**config.mk**
```make
export PLATFORM = sky130hd
export DESIGN_NAME = acc_top
export DESIGN_NICKNAME = d
export VERILOG_FILES = /design/src/include/acc_pkg.sv /design/src/include/acc_core_if.sv /design/src/design/acc_top.sv /design/src/design/acc_prescaler.sv /design/src/design/acc_sar.sv
export SDC_FILE = /design/constraint.sdc
export NUM_CORES = 1
export LEC_CHECK = 0
export BUFFER_PORTS_ARGS = -buffer_cell sky130_fd_sc_hd__buf_2
export CELL_PAD_IN_SITES_DETAIL_PLACEMENT = 0
export CELL_PAD_IN_SITES_GLOBAL_PLACEMENT = 1
export CORE_MARGIN = 1
export CORE_UTILIZATION = 41
export DETAILED_ROUTE_END_ITERATION = 8
export GPL_TIMING_DRIVEN = 1
export PLACE_DENSITY = 0.86
export SYNTH_ARGS = -nofsm -noshare
export SYNTH_HDL_FRONTEND = slang
export SYNTH_HIERARCHICAL = 1
export SYNTH_SLANG_ARGS = --single-unit
export TNS_END_PERCENT = 10
```
**constraint.sdc**
```tcl
create_clock -name clock -period 2.9 [get_ports clock]
set_input_delay 0.29 -clock clock [delete_from_list [all_inputs] [get_ports clock]]
set_output_delay 0.29 -clock clock [all_outputs]
set_load 0.005 [all_outputs]
```
**src/include/acc_pkg.sv**
```systemverilog
package acc_pkg;
  // register byte offsets on the bus
  localparam logic [7:0] REG_INPUT_SEL = 8'h00;
  localparam logic [7:0] REG_CTRL_A = 8'h04;
  localparam logic [7:0] REG_CTRL_B = 8'h08;
  localparam logic [7:0] REG_RESULT_LOW = 8'h0C;
  localparam logic [7:0] REG_RESULT_HIGH = 8'h10;

  // input_selection_register fields
  localparam int SEL_REF_LSB = 6;
  localparam int SEL_LEFT_BIT = 5;
  localparam int SEL_CHAN_LSB = 0;

  // converter_control_status_a / _b fields
  localparam int CA_ENABLE_BIT = 7;
  localparam int CA_START_BIT = 6;
  localparam int CA_AUTO_BIT = 5;
  localparam int CA_FLAG_BIT = 4;
  localparam int CA_IE_BIT = 3;
  localparam int CA_PRESC_LSB = 0;
  localparam int CB_TRIG_LSB = 0;

  // reset values
  localparam logic [7:0] INPUT_SEL_RESET = 8'h00;
  localparam logic [7:0] CTRL_A_RESET = 8'h00;
  localparam logic [2:0] CTRL_B_RESET = 3'h0;
  localparam logic [9:0] RESULT_RESET = 10'h000;

  // conversion timing in converter clock cycles
  localparam logic [4:0] NORMAL_TICKS = 5'h0D;
  localparam logic [4:0] FIRST_TICKS = 5'h19;
  localparam logic [4:0] SAMPLE_NORMAL = 5'h01;
  localparam logic [4:0] SAMPLE_FIRST = 5'h0D;
  localparam logic [4:0] SAR_STEPS = 5'h0B;
  localparam logic [3:0] SAR_IDLE_IDX = 4'hA;
  localparam logic [9:0] SAR_MSB = 10'h200;
  localparam logic [7:0] PRESC_MIN_DIV = 8'h04;

  // reference and channel codes
  localparam logic [1:0] REF_EXTERNAL = 2'h0;
  localparam logic [1:0] REF_SUPPLY = 2'h1;
  localparam logic [1:0] REF_INTERNAL = 2'h3;
  localparam logic [4:0] CH_SINGLE_LAST = 5'h07;
  localparam logic [4:0] CH_GAIN10_FIRST = 5'h08;
  localparam logic [4:0] CH_GAIN200_FIRST = 5'h0C;
  localparam logic [4:0] CH_GAIN_LAST = 5'h0F;
  localparam logic [4:0] CH_BANDGAP = 5'h1E;
  localparam logic [4:0] CH_GROUND = 5'h1F;
  localparam logic [2:0] TRIG_FREE_RUN = 3'h0;

  typedef enum logic [1:0] {
    GAIN_1X = 2'b00,
    GAIN_10X = 2'b01,
    GAIN_200X = 2'b10
  } acc_gain_t;

  typedef enum logic [2:0] {
    ST_IDLE = 3'b001,
    ST_WAIT = 3'b010,
    ST_CONV = 3'b100
  } acc_state_t;

  // single-ended codes bypass the gain stage
  function automatic logic acc_single_ended(input logic [4:0] ch);
    return (ch <= CH_SINGLE_LAST) || (ch == CH_BANDGAP) || (ch == CH_GROUND);
  endfunction

  function automatic acc_gain_t acc_gain_of(input logic [4:0] ch);
    if (acc_single_ended(ch)) return GAIN_1X;
    if ((ch >= CH_GAIN200_FIRST) && (ch <= CH_GAIN_LAST)) return GAIN_200X;
    if (ch >= CH_GAIN10_FIRST && ch < CH_GAIN200_FIRST) return GAIN_10X;
    return GAIN_1X;
  endfunction

  // division ratio, floored so the comparator sync settles between ticks
  function automatic logic [7:0] acc_presc_div(input logic [2:0] sel);
    logic [7:0] d;
    d = 8'h01 << sel;
    return (d < PRESC_MIN_DIV) ? PRESC_MIN_DIV : d;
  endfunction
endpackage

```
**src/include/acc_core_if.sv**
```systemverilog
`timescale 1ns/100ps
interface acc_core_if;
  logic tick;
  logic presc_enable;
  logic presc_restart;
  logic [2:0] presc_sel;
  logic sar_start;
  logic sar_step;
  logic sar_done;
  logic [9:0] sar_result;
  logic [9:0] dac_code;
  logic comparator_raw;

  modport ctrl (
    output presc_enable, presc_restart, presc_sel, sar_start, sar_step, comparator_raw,
    input tick, sar_done, sar_result, dac_code
  );
  modport presc (
    input presc_enable, presc_restart, presc_sel,
    output tick
  );
  modport sar (
    input sar_start, sar_step, comparator_raw,
    output sar_done, sar_result, dac_code
  );
endinterface // acc_core_if

```
**src/design/acc_top.sv**
```systemverilog
`timescale 1ns/100ps
// What this block does
// [RULE1] successive approximation yields a 10-bit code, zero is ground
// [RULE2] reference select connects supply, internal 2.56V, or external reference
// [RULE3] channel field picks input pin, ground, bandgap or a differential pair
// [RULE4] two differential pairs get gain of 1x, 10x or 200x
// [RULE5] single-ended selection bypasses the gain stage
// [RULE6] selections apply only while enabled; analog powered down when disabled
// [RULE7] software should disable the converter before sleeping
// [RULE8] result right adjusted by default, left adjusted when selected
// [RULE9] software reads low byte then high, or high only when left adjusted
// [RULE10] low byte read freezes results until high byte read; completions dropped
// [RULE11] every completion raises the done flag, even a dropped one
// [RULE12] writing start begins one conversion; bit clears when it ends
// [RULE13] channel change during a conversion waits until it ends
// [RULE14] auto trigger enable lets a selected trigger source start conversions
// [RULE15] trigger rising edge resets the prescaler and starts a conversion
// [RULE16] edges during a conversion ignored; level held high starts nothing
// [RULE17] a trigger flag must be cleared before it can trigger again
// [RULE18] done flag as trigger runs freely after a first software start
// [RULE19] start still works in auto mode; start bit reads one while busy
// [RULE20] conversion takes 13 converter cycles, first after enable takes 25
// [RULE21] prescaler counts only while enabled, held in reset otherwise
// [RULE22] completion writes result, sets flag, clears start in single mode
// [RULE23] done flag cleared by interrupt service or writing one
module acc_top (
  // clock and reset
  input wire logic clock,
  input wire logic reset_n,
  // apb slave
  input wire logic psel,
  input wire logic penable,
  input wire logic pwrite,
  input wire logic [7:0] paddr,
  input wire logic [31:0] pwdata,
  output logic [31:0] prdata,
  output logic pready,
  output logic pslverr,
  // interrupt request and service acknowledge
  output logic irq,
  input wire logic irq_ack,
  // trigger sources from other peripherals, same clock
  input wire logic [7:1] trigger_in,
  // analog side
  output logic analog_power_enable,
  output logic [1:0] reference_select_out,
  output logic ref_connect_supply,
  output logic ref_connect_internal,
  output logic [4:0] channel_out,
  output logic gain_bypass,
  output acc_pkg::acc_gain_t gain_out,
  output logic sample_hold,
  output logic [9:0] dac_code,
  input wire logic comparator_in
);
  import acc_pkg::*;

  acc_core_if core ();

  acc_prescaler u_presc (
    .clock(clock),
    .reset_n(reset_n),
    .core(core)
  );

  acc_sar u_sar (
    .clock(clock),
    .reset_n(reset_n),
    .core(core)
  );

  // bus state
  logic pready_r, next_pready;
  logic pslverr_r, next_pslverr;
  logic [31:0] prdata_r, next_prdata;
  logic [31:0] rd_value;
  logic mapped;
  logic access, wr, rd;

  // control and sequencer state
  logic [7:0] sel_reg, next_sel_reg;
  logic enable, next_enable;
  logic auto_trig, next_auto_trig;
  logic ie, next_ie;
  logic [2:0] presc_sel, next_presc_sel;
  logic start_bit, next_start_bit;
  logic flag, next_flag;
  logic [2:0] trig_sel, next_trig_sel;
  logic [9:0] result, next_result;
  logic lock, next_lock;
  acc_state_t state, next_state;
  logic [4:0] cnt, next_cnt;
  logic first_pending, next_first_pending;
  logic conv_first, next_conv_first;
  logic [1:0] ref_lat, next_ref_lat;
  logic [4:0] chan_lat, next_chan_lat;
  logic bypass_r, next_bypass;
  acc_gain_t gain_r, next_gain;
  logic hold_r, next_hold;
  logic trig_prev, next_trig_prev;
  logic trig_level, trig_edge, wr_start, free_run;
  logic sar_start, sar_step, presc_restart;
  logic [4:0] samp;

  // transfer phases
  assign access = psel && penable;
  assign wr = access && pready_r && pwrite;
  assign rd = access && pready_r && !pwrite;

  // read mux with left or right adjusted result bytes
  always_comb begin
    rd_value = 32'h0000_0000;
    mapped = 1'b1;
    case (paddr)
      REG_INPUT_SEL: rd_value[7:0] = sel_reg;
      REG_CTRL_A: rd_value[7:0] = {enable, start_bit, auto_trig, flag, ie, presc_sel};
      REG_CTRL_B: rd_value[2:0] = trig_sel;
      REG_RESULT_LOW: rd_value[7:0] = sel_reg[SEL_LEFT_BIT] ?
        {result[1:0], 6'h00} : result[7:0]; // [RULE8]
      REG_RESULT_HIGH: rd_value[7:0] = sel_reg[SEL_LEFT_BIT] ?
        result[9:2] : {6'h00, result[9:8]}; // [RULE8] [RULE9]
      default: mapped = 1'b0;
    endcase
  end

  // one wait state, data and error captured in the first access cycle
  always_comb begin
    next_pready = access && !pready_r;
    next_pslverr = (access && !pready_r) ? !mapped : 1'b0;
    next_prdata = (access && !pready_r && !pwrite) ? rd_value : prdata_r;
  end

  always_ff @(posedge clock) begin
    if (!reset_n) begin
      pready_r <= 1'b0;
      pslverr_r <= 1'b0;
      prdata_r <= 32'h0000_0000;
    end else begin
      pready_r <= next_pready;
      pslverr_r <= next_pslverr;
      prdata_r <= next_prdata;
    end
  end

  // trigger choice, done flag stands in for the free-running source
  assign free_run = auto_trig && (trig_sel == TRIG_FREE_RUN); // [RULE18]
  assign trig_level = (trig_sel == TRIG_FREE_RUN) ? flag : trigger_in[trig_sel];
  assign wr_start = wr && (paddr == REG_CTRL_A) && pwdata[CA_START_BIT];
  assign samp = conv_first ? SAMPLE_FIRST : SAMPLE_NORMAL;
  assign trig_edge = auto_trig && (trig_sel != TRIG_FREE_RUN) &&
    trig_level && !trig_prev; // [RULE14] [RULE17]

  // register writes, flag and lock handling, conversion sequencer
  always_comb begin
    next_sel_reg = sel_reg;
    next_enable = enable;
    next_auto_trig = auto_trig;
    next_ie = ie;
    next_presc_sel = presc_sel;
    next_start_bit = start_bit;
    next_flag = flag;
    next_trig_sel = trig_sel;
    next_result = result;
    next_lock = lock;
    next_state = state;
    next_cnt = cnt;
    next_first_pending = first_pending;
    next_conv_first = conv_first;
    next_ref_lat = ref_lat;
    next_chan_lat = chan_lat;
    next_trig_prev = trig_level; // edge seen once, so a held level never re-fires [RULE16]
    sar_start = 1'b0;
    sar_step = 1'b0;
    presc_restart = 1'b0;
    if (wr && (paddr == REG_INPUT_SEL)) begin
      next_sel_reg = pwdata[7:0];
    end
    if (wr && (paddr == REG_CTRL_A)) begin
      next_enable = pwdata[CA_ENABLE_BIT];
      next_auto_trig = pwdata[CA_AUTO_BIT]; // [RULE14]
      next_ie = pwdata[CA_IE_BIT];
      next_presc_sel = pwdata[CA_PRESC_LSB +: 3];
    end
    if (wr && (paddr == REG_CTRL_B)) begin
      next_trig_sel = pwdata[CB_TRIG_LSB +: 3];
    end
    // low byte read freezes, high byte read releases
    if (rd && (paddr == REG_RESULT_LOW)) begin
      next_lock = 1'b1; // [RULE10]
    end
    if (rd && (paddr == REG_RESULT_HIGH)) begin
      next_lock = 1'b0; // [RULE10]
    end
    if (irq_ack || (wr && (paddr == REG_CTRL_A) && pwdata[CA_FLAG_BIT])) begin
      next_flag = 1'b0; // [RULE23]
    end
    if (core.sar_done) begin
      next_flag = 1'b1; // set wins over clear [RULE11] [RULE22] [RULE23]
      if (!lock) begin
        next_result = core.sar_result; // [RULE10] [RULE22]
      end
    end
    case (state)
      ST_IDLE: begin
        if (enable && (wr_start || trig_edge)) begin
          next_state = ST_WAIT;
          next_start_bit = 1'b1; // [RULE12] [RULE19]
          presc_restart = trig_edge; // [RULE15]
        end
      end
      ST_WAIT: begin
        if (core.tick) begin
          next_state = ST_CONV;
          next_cnt = 5'h00;
          sar_start = 1'b1;
          next_conv_first = first_pending; // [RULE20]
          next_first_pending = 1'b0;
        end
      end
      ST_CONV: begin
        if (core.tick) begin
          next_cnt = cnt + 5'h01;
          sar_step = (next_cnt > samp) && (next_cnt <= samp + SAR_STEPS); // [RULE20]
        end
        if (core.sar_done) begin
          if (free_run) begin
            next_state = ST_WAIT; // [RULE18]
          end else begin
            next_state = ST_IDLE;
            next_start_bit = 1'b0; // [RULE12] [RULE22]
          end
        end
      end
      default: next_state = ST_IDLE;
    endcase
    // selections track the register only between conversions
    if (enable && ((state == ST_IDLE) || core.sar_done)) begin
      next_ref_lat = sel_reg[SEL_REF_LSB +: 2]; // [RULE2] [RULE6] [RULE13]
      next_chan_lat = sel_reg[SEL_CHAN_LSB +: 5]; // [RULE3] [RULE6] [RULE13]
    end
    if (!enable) begin
      next_state = ST_IDLE; // [RULE6]
      next_start_bit = 1'b0;
      next_first_pending = 1'b1; // [RULE20]
    end
    next_bypass = acc_single_ended(next_chan_lat); // [RULE5]
    next_gain = acc_gain_of(next_chan_lat); // [RULE4]
    next_hold = (next_state == ST_CONV) && (next_cnt == (next_conv_first ?
      SAMPLE_FIRST : SAMPLE_NORMAL));
  end

  always_ff @(posedge clock) begin
    if (!reset_n) begin
      sel_reg <= INPUT_SEL_RESET;
      enable <= CTRL_A_RESET[CA_ENABLE_BIT];
      auto_trig <= CTRL_A_RESET[CA_AUTO_BIT];
      ie <= CTRL_A_RESET[CA_IE_BIT];
      presc_sel <= CTRL_A_RESET[CA_PRESC_LSB +: 3];
      start_bit <= CTRL_A_RESET[CA_START_BIT];
      flag <= CTRL_A_RESET[CA_FLAG_BIT];
      trig_sel <= CTRL_B_RESET;
      result <= RESULT_RESET;
      lock <= 1'b0;
      state <= ST_IDLE;
      cnt <= 5'h00;
      first_pending <= 1'b1;
      conv_first <= 1'b0;
      ref_lat <= INPUT_SEL_RESET[SEL_REF_LSB +: 2];
      chan_lat <= INPUT_SEL_RESET[SEL_CHAN_LSB +: 5];
      bypass_r <= 1'b1;
      gain_r <= GAIN_1X;
      hold_r <= 1'b0;
      trig_prev <= 1'b0;
    end else begin
      sel_reg <= next_sel_reg;
      enable <= next_enable;
      auto_trig <= next_auto_trig;
      ie <= next_ie;
      presc_sel <= next_presc_sel;
      start_bit <= next_start_bit;
      flag <= next_flag;
      trig_sel <= next_trig_sel;
      result <= next_result;
      lock <= next_lock;
      state <= next_state;
      cnt <= next_cnt;
      first_pending <= next_first_pending;
      conv_first <= next_conv_first;
      ref_lat <= next_ref_lat;
      chan_lat <= next_chan_lat;
      bypass_r <= next_bypass;
      gain_r <= next_gain;
      hold_r <= next_hold;
      trig_prev <= next_trig_prev;
    end
  end

  // core link
  assign core.presc_enable = enable; // [RULE21]
  assign core.presc_restart = presc_restart;
  assign core.presc_sel = presc_sel;
  assign core.sar_start = sar_start;
  assign core.sar_step = sar_step;
  assign core.comparator_raw = comparator_in;

  // outputs
  assign prdata = prdata_r;
  assign pready = pready_r;
  assign pslverr = pslverr_r;
  assign irq = flag && ie; // [RULE11]
  assign analog_power_enable = enable; // [RULE6]
  assign reference_select_out = ref_lat;
  assign ref_connect_supply = enable && (ref_lat == REF_SUPPLY); // [RULE2]
  assign ref_connect_internal = enable && (ref_lat == REF_INTERNAL); // [RULE2]
  assign channel_out = chan_lat;
  assign gain_bypass = bypass_r;
  assign gain_out = gain_r;
  assign sample_hold = hold_r;
  assign dac_code = core.dac_code;
endmodule // acc_top

```
**src/design/acc_prescaler.sv**
```systemverilog
`timescale 1ns/100ps
module acc_prescaler (
  // clock and reset
  input wire logic clock,
  input wire logic reset_n,
  // link to the controller
  acc_core_if.presc core
);
  import acc_pkg::*;

  logic [7:0] count;
  logic [7:0] next_count;
  logic tick;
  logic next_tick;

  // divider held at zero while off, restarted by a trigger
  always_comb begin
    next_count = count + 8'h01;
    next_tick = 1'b0;
    if (!core.presc_enable || core.presc_restart) begin
      next_count = 8'h00; // [RULE21] [RULE15]
    end else if (count >= acc_presc_div(core.presc_sel) - 8'h01) begin
      next_count = 8'h00;
      next_tick = 1'b1;
    end
  end

  always_ff @(posedge clock) begin
    if (!reset_n) begin
      count <= 8'h00;
      tick <= 1'b0;
    end else begin
      count <= next_count;
      tick <= next_tick;
    end
  end

  assign core.tick = tick;
endmodule // acc_prescaler

```
**src/design/acc_sar.sv**
```systemverilog
`timescale 1ns/100ps
module acc_sar (
  // clock and reset
  input wire logic clock,
  input wire logic reset_n,
  // link to the controller
  acc_core_if.sar core
);
  import acc_pkg::*;

  logic cmp_meta;
  logic cmp_stable;
  logic [9:0] code;
  logic [9:0] next_code;
  logic [3:0] idx;
  logic [3:0] next_idx;
  logic done;
  logic next_done;
  logic [9:0] result;
  logic [9:0] next_result;
  logic [9:0] kept;

  // binary search, one bit decided per step, msb first
  always_comb begin
    next_code = code;
    next_idx = idx;
    next_done = 1'b0;
    next_result = result;
    kept = cmp_stable ? code : (code & ~(10'h001 << idx));
    if (core.sar_start) begin
      next_code = 10'h000;
      next_idx = SAR_IDLE_IDX;
    end else if (core.sar_step) begin
      if (idx == SAR_IDLE_IDX) begin
        next_code = SAR_MSB; // [RULE1]
        next_idx = 4'h9;
      end else if (idx == 4'h0) begin
        next_result = kept; // [RULE1]
        next_code = kept;
        next_done = 1'b1;
        next_idx = SAR_IDLE_IDX;
      end else begin
        next_code = kept | (10'h001 << (idx - 4'h1)); // [RULE1]
        next_idx = idx - 4'h1;
      end
    end
  end

  // comparator crosses from the analog side through two flops
  always_ff @(posedge clock) begin
    if (!reset_n) begin
      cmp_meta <= 1'b0;
      cmp_stable <= 1'b0;
      code <= 10'h000;
      idx <= SAR_IDLE_IDX;
      done <= 1'b0;
      result <= RESULT_RESET;
    end else begin
      cmp_meta <= core.comparator_raw;
      cmp_stable <= cmp_meta;
      code <= next_code;
      idx <= next_idx;
      done <= next_done;
      result <= next_result;
    end
  end

  assign core.dac_code = code;
  assign core.sar_done = done;
  assign core.sar_result = result;
endmodule // acc_sar

```
==> Word level (Yosys, flattened, before mapping) <==
Index checks and enable logic that the tools add are counted.
{ "word_totals": {"output_inout_bits": 59, "elab_cells": 183, "register_bits": 98} }
{ "classes": {"order_cmp": 10, "mux": 54, "n_reduce_logical": 55, "bitwise": 8, "shifts": 3, "n_eq_ne": 17, "add_sub_neg": 5} }
{ "op_table": {"columns": ["op", "n"], "rows": [
  ["$mux 10", 3],
  ["$logic_and 1x1->1", 26],
  ["$mux 1", 24],
  ["$mux 8", 3],
  ["$pmux 5 s4", 1],
  ["$shl 1x4->10 const A", 2],
  ["$eq 8x4->1 const B", 2],
  ["$mux 4", 4],
  ["$mux 5", 3],
  ["$pmux 3 s5", 1],
  ["$mux 2", 7],
  ["$mux 3", 4],
  ["$and 10x10->10", 1],
  ["$eq 5x5->1 const B", 2],
  ["$ge 5x4->1 const B", 2],
  ["$not 10->10", 1],
  ["$or 10x10->10", 1],
  ["$pmux 5 s2", 1],
  ["$pmux 3 s3", 1],
  ["$add 8x1->8 const B", 1],
  ["$eq 8x3->1 const B", 1],
  ["$eq 8x5->1 const B", 1],
  ["$ge 8x8->1", 1],
  ["$logic_not 8->1", 1],
  ["36 further kinds", 58]
]} }

==> Depth between registers and ports, before layout <==
Gate-level depths: netlist of run 1.
{ "depth": {"ltp_word": 14, "depth_mapped": 14, "depth_no_buf": 12} }

==> Hierarchy <==
The synthesis of run 1 kept the hierarchy.
{ "by_module_without_submodules": {"columns": ["module", "cells_per_inst", "seq_area_each_um2", "n_inst", "area_per_inst_um2"], "rows": [
  ["acc_top", 420, 1241.2, 1, 3568.4],
  ["acc_sar", 170, 540.5, 1, 1492.7],
  ["acc_prescaler", 56, 180.2, 1, 528.0]
]} }

==> Least setup slack after synthesis of run 1 <==
No wires, ideal clock.
{ "synth_timing": {"kind": "reg2reg", "from": "register cnt[0]", "to": "register u_sar.result[7], in the netlist u_sar/core.sar_result[7]", "n_path_buf": 1, "stages_incl_launch_ff": 13, "t_required_ps": 2777, "synth_period_minus_slack_ps": 2650, "arrival_time_ps": 2527, "setup_time_ps": 123, "slack_ps": 250, "cell_sequence": "dfxtp_1 > ha_1 > nand3_1 > xnor2_1 > ha_1 > and3_2 > o21ai_0 > o2111a_1 > buf_2 > nor3b_2 > nand2_1 > nand2_1 > a21boi_0"} }
{ "synth_between": {"elab_chain_len": 6, "elab_cells_between_ends": 7, "classes_between": "add/sub: 1; order compare: 2; mux: 2; reduce/logical: 2"} }
{ "synth_rtl": {"columns": ["item", "line", "source"], "rows": [
  ["from (decl)", "acc_top.sv:92", "logic [4:0] cnt, next_cnt;"],
  ["from (signal assigned)", "acc_top.sv:286", "cnt <= next_cnt;"],
  ["$add 5x1->5 (*)", "acc_top.sv:222", "next_cnt = cnt + 5'h01;"],
  ["$gt 5x4->1 or $le 5x5->1 (tied branches)", "acc_top.sv:223", "sar_step = (next_cnt > samp) && (next_cnt <= samp + SAR_STEPS);"],
  ["$logic_and 1x1->1 (*)", "acc_top.sv:223", null],
  ["$mux 1 (*)", "acc_top.sv:221", "if (core.tick) begin"],
  ["$mux 1 (*)", "acc_top.sv:203", "case (state)"],
  ["net core.sar_step", "acc_core_if.sv:8", "logic sar_step;"],
  ["$reduce_and 4->1 (no source line) (*)", null, null],
  ["to (signal assigned)", "acc_sar.sv:64", "result <= next_result;"],
  ["to (decl)", "acc_sar.sv:19", "logic [9:0] result;"]
]} }
Mark *: on every way through the listed nets, which the timed path passes. The rest lies on a longest branch.
A chain may end at the register's enable or synchronous reset.

==> Worst setup path in the final report of run 1 <==
{ "layout_timing": {"from": "register cnt[0]", "to": "register u_sar.idx[3]"} }
{ "layout_between": {"elab_chain_len": 5, "elab_cells_between_ends": 6, "classes_between": "add/sub: 1; order compare: 2; mux: 2; reduce/logical: 1"} }
{ "layout_rtl": {"columns": ["item", "line", "source"], "rows": [
  ["$add 5x1->5 (*)", "acc_top.sv:222", null],
  ["$gt 5x4->1 or $le 5x5->1 (tied branches)", "acc_top.sv:223", null],
  ["$logic_and 1x1->1 (*)", "acc_top.sv:223", null],
  ["$mux 1 (*)", "acc_top.sv:221", null],
  ["$mux 1 (*)", "acc_top.sv:203", null],
  ["net core.sar_step", "acc_core_if.sv:8", null],
  ["to (signal assigned)", "acc_sar.sv:62", "idx <= next_idx;"],
  ["to (decl)", "acc_sar.sv:15", "logic [3:0] idx;"]
]} }
Marks and branches as above.

==> results of run 1 <==
kinds of logic after synthesis:
kind of cell	Yosys count	synth area share, %
mux	20	3.87
fa+ha+maj	21	4.70
other cells	2	0.134
compound gates	147	19.9
buf+inv	81	8.19
simple gates	268	26.4
xor+xnor	9	1.75
flops	98	35.1
critical path, stage by stage (launching register included):
cell,delay [ns]
dfxtp_1,0.33
ha_1,0.24
nand3_1,0.16
xnor2_2,0.24
ha_1,0.28
and3_2,0.18
o21ai_0,0.13
o2111a_2,0.27
buf_6,0.20
nor2b_1,0.19
o21ai_0,0.11
mux2_2,0.28
nand2_1,0.06
metrics by stage:
step                      total power, mW  instances
after CTS                            2.72        877
final                                2.69        878
after global placement               1.50        861
after detailed placement             1.51        861
after global routing                 2.78        878
after floorplan                      1.48        669
power groups by stage:
stage / registers, mW / clock network [mW] / logic (mW)
final: 1.36 / 1.22 / 0.119
after global routing: 1.36 / 1.30 / 0.131
after global placement: 1.39 / 0 / 0.114
after floorplan: 1.39 / 0 / 0.0923
after detailed placement: 1.39 / 0 / 0.117
after CTS: 1.36 / 1.24 / 0.118
routing by layer:
layer  vias to the layer above  share of wire (%)  global-route usage [%]
met5                         -                  0                       0
met4                         0                1.6                    7.20
met3                        15                4.2                    4.39
met2                       105                 48                    33.5
met1                      2296                 46                    25.8
li1                       2355                  -                       -
synthesized netlist by cell type (all sizes together) (6+ instances only):
library cell,number,area (sq um)
buf,38,274
ha,21,263
a21boi,38,285
a31oi,7,71.3
nand2,88,340
nand4b,7,61.3
nor2,38,155
nor3,6,35.0
nor2b,23,144
a211oi,7,57.6
and2,11,68.8
inv,25,93.8
o21ai,19,98.8
mux2i,16,160
nor3b,8,70.1
a221oi,9,85.1
nand3,40,225
nand2b,7,43.8
dfxtp,98,1960
clkbuf,18,90.1
xor2,6,52.6
a21oi,21,105
and3,10,71.3
how the worst min path moves through the flow:
stage / depth (start not counted) / endpoint / startpoint / slack (ns)
final: 2 / u_sar/cmp_meta / comparator_in / 0.14
after global routing: 2 / u_sar/cmp_meta / comparator_in / 0.13
after CTS: 2 / u_sar/cmp_meta / comparator_in / 0.13
after detailed placement: 1 / u_sar/cmp_stable / u_sar/cmp_meta / 0.42
after global placement: 1 / u_sar/cmp_stable / u_sar/cmp_meta / 0.42
after floorplan: 1 / u_sar/cmp_stable / u_sar/cmp_meta / 0.41
timing repair:
action | CTS | global route
hold endpoints to repair | 0 | 0
resized for setup | 0 | 5
setup buffers | 0 | 1
setup endpoints to repair | 0 | 20
area by class of cell:
class	count	area share, %
clock buffer	15	4.77
clock inverter	1	0.0801
tap	176	3.52
sequential	98	31.4
timing repair buffer	73	6.27
multi-input combinational	490	52.5
inverter	25	1.50
==> metrics.md, run 1 <==
| Metric | Value |
|---|---|
| Status | finished clean |
| Leakage | 2.44 nW |
| Sequential Area | 1960 sq um |
| Width of the chip | between 100 and 150 um |
| Critical path startpoint category | flip-flop |
| CTS Root Cell | clkbuf_16 |
| Synth-to-Final Area Change | 11.8% |
| Clk_lat worst skew | roughly 0.36 ns |
| Fin Clk Skew | 0.0111 ns |
| Placer Congestion | roughly 0.89 |
| Reg2reg end | u_sar/idx[3] |
| P_sw | a little under 0.6 mW |
| Cts hold-fix bufs | 0 |
| CP max FO | 16 |
| Initial antenna violation count | 0 |
| Worst R2R Path Depth | 12 |
| Worst endpoint required time | roughly 3.2 ns |
| Mapped Cells | roughly 650 |
| Power density cells | 431 nW/um^2 |
| H-tree levels | 3 |
| GRT Overall Usage | 20.2% |
| Clk slew on worst S/H paths | roughly 0.07 ns |
| Fin. Hold Viols | 0 |
| Fraction of layout cells with a size suffix above 1 | 18.5% |
| Clock tree buffer depth | 2 |
| Final core utilization | 47.2% |
| Post-detail-place hpwl | 10,100 um |
| Reg-to-reg critical path startpoint | cnt[0] |
| Drt initial violations | 294 |
| CTS sink cnt | 98 |
| Worst slew margin | between 40% and 50% |
| Vias per cell | 5.43 |
| Largest net degree at the start of global routing | 69 |
| Switching share of total power | 22.1% |
| Crit path DAT | 3.02 ns |
| Synth warn | 6 |
| Crit share post-route | 94.1% |
| # setup viols final | 0 |
| Syn_area_per_cell | about 8.7 sq um |
| Setup crit end kind | flip-flop |
| Main synth FF type | dfxtp_1 |
| FFs w/ async S/R, synth | 0% |
| Post-synth EDFFs | 0 |
| Multi-input gate area | roughly 3300 sq um |
| Slew @ Worst Pin | 0.860 ns |
| Count of state elements after synthesis | 98 |
| Global-route wire length before repair | between 20,000 and 25,000 um |
| Cell Rows | 42 |
| Clk pwr share | 45.2% |
| Commonest non-fill, non-tap cell in the layout | dfxtp_1 |
| Die ar. | around 14,000 sq um |
| DRT antenna net count | 0 |
| Total Routed Length | between 10,000 and 15,000 um |
| TNS Setup | 0 ns |
| Die Y | 119 um |
| Max Slew Vio Count | 0 |
| Congestion Overflow GR | 0 |
| Final Cell Area | 6250 sq um |
| R2R Setup Slk | ~0.17 ns |
| Crit. Startpoint | cnt[0] |
| Total number of vias | ~4,800 |
| Mapped Area | 5590 sq um |
| Worst setup margin | 0.172 ns |
| Vias in the first global route | approximately 4,600 |
| Worst Setup EP | u_sar/idx[3] |
| Max-cap violations | 0 |
| Filler Cell Count | approximately 1,300 |
| # nets final | approximately 770 |
| DRT Pass-1 Iters | 6 |
| I/O Buffers | 64 |
| Number of diodes | 0 |
| Most frequent cells in the layout | dfxtp_1, nand2_1, buf_2 |
| # IOs | ~110 |
| WL/cell | 15.8 um |
| Kind of critical path | reg2reg |
| Core Footprint | 13,200 sq um |
| Total CTS buffers | 9 |
| Final min period | 2.73 ns |
| Remaining DRCs | 0 |
| F_max | 0.367 GHz |
| Starting Density | 42.2% |
| WHS | 0.135 ns |
| Internal Power | 2.10 mW |
| Combinational fraction of design power | 4.4% |
| Hold Crit Class | in2reg |
| CTS tree | built |
| Area of placed instances | slightly below 6000 sq um |
| Sequential element share of the synthesized area | between 30% and 40% |
| Peak VDD IR | 0.000275 V |
| Synth unique cells | 86 |
| Sequential Power Share | about half |
| Place WS | around 0.094 ns |
Power figures use the tool's default switching activity.
==> inputs of run 2 (changes only) <==
--- a/config.mk
+++ b/config.mk
@@ -8,11 +8,12 @@
 export BUFFER_PORTS_ARGS = -buffer_cell sky130_fd_sc_hd__buf_2
 export CELL_PAD_IN_SITES_DETAIL_PLACEMENT = 0
 export CELL_PAD_IN_SITES_GLOBAL_PLACEMENT = 1
-export CORE_MARGIN = 1
+export CORE_MARGIN = 2
 export CORE_UTILIZATION = 41
 export DETAILED_ROUTE_END_ITERATION = 8
 export GPL_TIMING_DRIVEN = 1
 export PLACE_DENSITY = 0.86
+export REMOVE_ABC_BUFFERS = 1
 export SYNTH_ARGS = -nofsm -noshare
 export SYNTH_HDL_FRONTEND = slang
 export SYNTH_HIERARCHICAL = 1
==> run 2 against run 1 <==
Sequential share of layout area fell by 0.11 points. First-iteration DRC count is 4.8% lower. Flip-flop and latch count unchanged. Total power decreased by 2.1%. Non-clock buffer count up 2. Final area grew 0.36%. Count of clock-buffer cells in the layout down 5. Clock power down 5%. Combinational power hardly changed. Wire length fell by 0.75%. Critical endpoint unchanged. Largest cell class unchanged. Highest routed layer unchanged.
==> metrics.md, run 2 (synthesized netlist as in run 1, its figures left out) <==
| Metric | Value |
|---|---|
| # setup viols final | 0 (unchanged) |
| I/O Buffers | 64 (unchanged) |
| Worst Setup EP | u_sar/idx[3] (unchanged) |
| Final min period | 2.65 ns (was 2.73 ns) |
| Initial antenna violation count | 0 (unchanged) |
| Status | finished clean (unchanged) |
| Die ar. | 14,600 sq um (was 14,100 sq um) |
| Reg2reg end | u_sar/idx[3] (unchanged) |
| Critical path startpoint category | flip-flop (unchanged) |
| Congestion Overflow GR | 0 (unchanged) |
| Clk slew on worst S/H paths | 0.07 ns (about the same) |
| Max-cap violations | 0 (unchanged) |
| Switching share of total power | 23.7% (was 22.1%) |
| Most frequent cells in the layout | dfxtp_1, nand2_1, buf_2 (unchanged) |
| Total CTS buffers | 9 (unchanged) |
| Leakage | 2.43 nW (was 2.44 nW) |
| Vias in the first global route | 4,626 (was 4,596) |
| CTS Root Cell | clkbuf_16 (unchanged) |
| Remaining DRCs | 0 (unchanged) |
| Filler Cell Count | 1,296 (was 1,331) |
| Cell Rows | 42 (unchanged) |
| # IOs | 113 (unchanged) |
| Reg-to-reg critical path startpoint | cnt[0] (unchanged) |
| Fraction of layout cells with a size suffix above 1 | 19.2% (was 18.5%) |
| Width of the chip | 121 um (was 119 um) |
| Power density cells | 421 nW/um^2 (was 431 nW/um^2) |
| Starting Density | 42.0% (was 42.2%) |
| P_sw | 0.627 mW (was 0.596 mW) |
| GRT Overall Usage | 19.5% (was 20.2%) |
| F_max | 0.377 GHz (was 0.367 GHz) |
| Setup crit end kind | flip-flop (unchanged) |
| Post-detail-place hpwl | 10,200 um (was 10,100 um) |
| Drt initial violations | 280 (was 294) |
| Worst R2R Path Depth | 12 (unchanged) |
| Number of diodes | 0 (unchanged) |
| Clk pwr share | 44.1% (was 45.2%) |
| Synth-to-Final Area Change | 12.2% (was 11.8%) |
| Final core utilization | 47.2% (about the same) |
| Total number of vias | 4,808 (was 4,771) |
| WHS | 0.140 ns (was 0.135 ns) |
| Slew @ Worst Pin | 0.849 ns (was 0.860 ns) |
| CTS tree | built (unchanged) |
| Placer Congestion | 0.897 (was 0.885) |
| Hold Crit Class | in2reg (unchanged) |
| Core Footprint | 13,300 sq um (was 13,200 sq um) |
| Fin Clk Skew | 0.00554 ns (was 0.0111 ns) |
| Kind of critical path | reg2reg (unchanged) |
| Crit path DAT | 2.95 ns (was 3.02 ns) |
| Worst endpoint required time | 3.20 ns (about the same) |
| Cts hold-fix bufs | 0 (unchanged) |
| Internal Power | 2.01 mW (was 2.10 mW) |
| Vias per cell | 5.46 (was 5.43) |
| WL/cell | 15.6 um (was 15.8 um) |
| Worst path max stage delay | 0.34 ns (was 0.33 ns) |
| Crit share post-route | 91.5% (was 94.1%) |
| Commonest non-fill, non-tap cell in the layout | dfxtp_1 (unchanged) |
| Largest net degree at the start of global routing | 48 (was 69) |
| Critical path's slowest cell | dfxtp_1 (unchanged) |
| Fin. Hold Viols | 0 (unchanged) |
| Worst slew margin | 43.3% (was 42.3%) |
| Global-route wire length before repair | 22,700 um (was 22,600 um) |
| Combinational fraction of design power | 4.5% (was 4.4%) |
| Total Routed Length | 13,800 um (was 13,900 um) |
| R2R Setup Slk | 0.25 ns (was 0.17 ns) |
| CTS sink cnt | 98 (unchanged) |
| DRT antenna net count | 0 (unchanged) |
| Die Y | 121 um (was 119 um) |
| Worst-path cell chain | ha_2 -> nand3_1 -> xnor2_2 -> ha_1 -> and3_2 -> o21ai_1 -> o2111a_2 -> buf_12 -> nor2b_2 -> o21ai_0 -> mux2_2 -> nand2_1 (was ha_1 -> nand3_1 -> xnor2_2 -> ha_1 -> and3_2 -> o21ai_0 -> o2111a_2 -> buf_6 -> nor2b_1 -> o21ai_0 -> mux2_2 -> nand2_1) |
| Sequential Power Share | 51.4% (was 50.4%) |
| Crit. Startpoint | cnt[0] (unchanged) |
| H-tree levels | 3 (unchanged) |
| # nets final | 774 (was 772) |
| DRT Pass-1 Iters | 4 (was 6) |
| Clk_lat worst skew | 0.35 ns (was 0.36 ns) |
| CP max FO | 14 (was 16) |
| Max Slew Vio Count | 0 (unchanged) |
| Peak VDD IR | 0.000196 V (was 0.000275 V) |
| Clock tree buffer depth | 2 (unchanged) |
[run 2: changes by cell type in the layout (fill, tap and decap cells not counted), sizes merged]
cell / change
clkbuf: -5
clkinvlp: +3
buf: +2
inv: +2
[run 2: layout make-up]
class                      count  area [sq um]  area share, %
clock inverter                 6          48.8          0.778
inverter                      25          93.8           1.50
clock buffer                  10           239           3.81
timing repair buffer          75           415           6.63
tap                          176           220           3.51
sequential                    98          1960           31.3
multi-input combinational    490          3290           52.5
[run 2: worst min path at each step]
stage	from	to	slack, ns	cells after the start
CTS	comparator_in	u_sar/cmp_meta	0.13	2
detailed placement	u_sar/cmp_meta	u_sar/cmp_stable	0.42	1
finish	comparator_in	u_sar/cmp_meta	0.14	2
global route	comparator_in	u_sar/cmp_meta	0.14	2
global placement	u_sar/cmp_meta	u_sar/cmp_stable	0.42	1
floorplan	reset_n	gain_bypass	0.38	1
[run 2: worst max-delay path: cells and delay by family, from the launching register on]
kind / cells / cell delay [ns]
AO/OA/AOI/OAI: 3 / 0.51
XOR/XNOR: 1 / 0.26
adder cells (fa/ha/maj): 2 / 0.51
flip-flops: 1 / 0.34
AND/OR/NAND/NOR: 4 / 0.53
buffers and inverters: 1 / 0.16
multiplexers: 1 / 0.28
[run 2: metrics by stage]
step / setup WS, ns / cells / cell area (sq um) / setup TNS [ns] / power (mW)
final: 0.246 / 880 / 6270 / 0 / 2.64
after global routing: -0.00481 / 880 / 6270 / -0.00481 / 2.74
after CTS: 0.106 / 880 / 6220 / 0 / 2.67
after detailed placement: 0.125 / 864 / 5930 / 0 / 1.51
after global placement: 0.254 / 864 / 5930 / 0 / 1.50
after floorplan: 0.0297 / 613 / 5310 / 0 / 1.44
[run 2: what timing repair did]
| item | 4_1_cts | 5_1_grt |
|---|---|---|
| setup buffers | 0 | 0 |
| resized for setup | 0 | 10 |
| setup endpoints to repair | 0 | 21 |
| hold endpoints to repair | 0 | 0 |
[run 2: power by group through the flow]
stage	Clock [mW]	Combinational [mW]	Sequential (mW)
finish	1.16	0.119	1.36
detailed placement	0	0.118	1.39
global route	1.26	0.132	1.36
global placement	0	0.116	1.39
CTS	1.19	0.118	1.36
floorplan	0	0.0554	1.39
[run 2: per-layer routing]
metal  global-route usage (%)  up-vias  wire, um
li1                         -     2363         -
met1                     26.2     2302      6380
met2                     30.8      127      6460
met3                     2.97       16       670
met4                     8.50        0       239
met5                        0        -         0
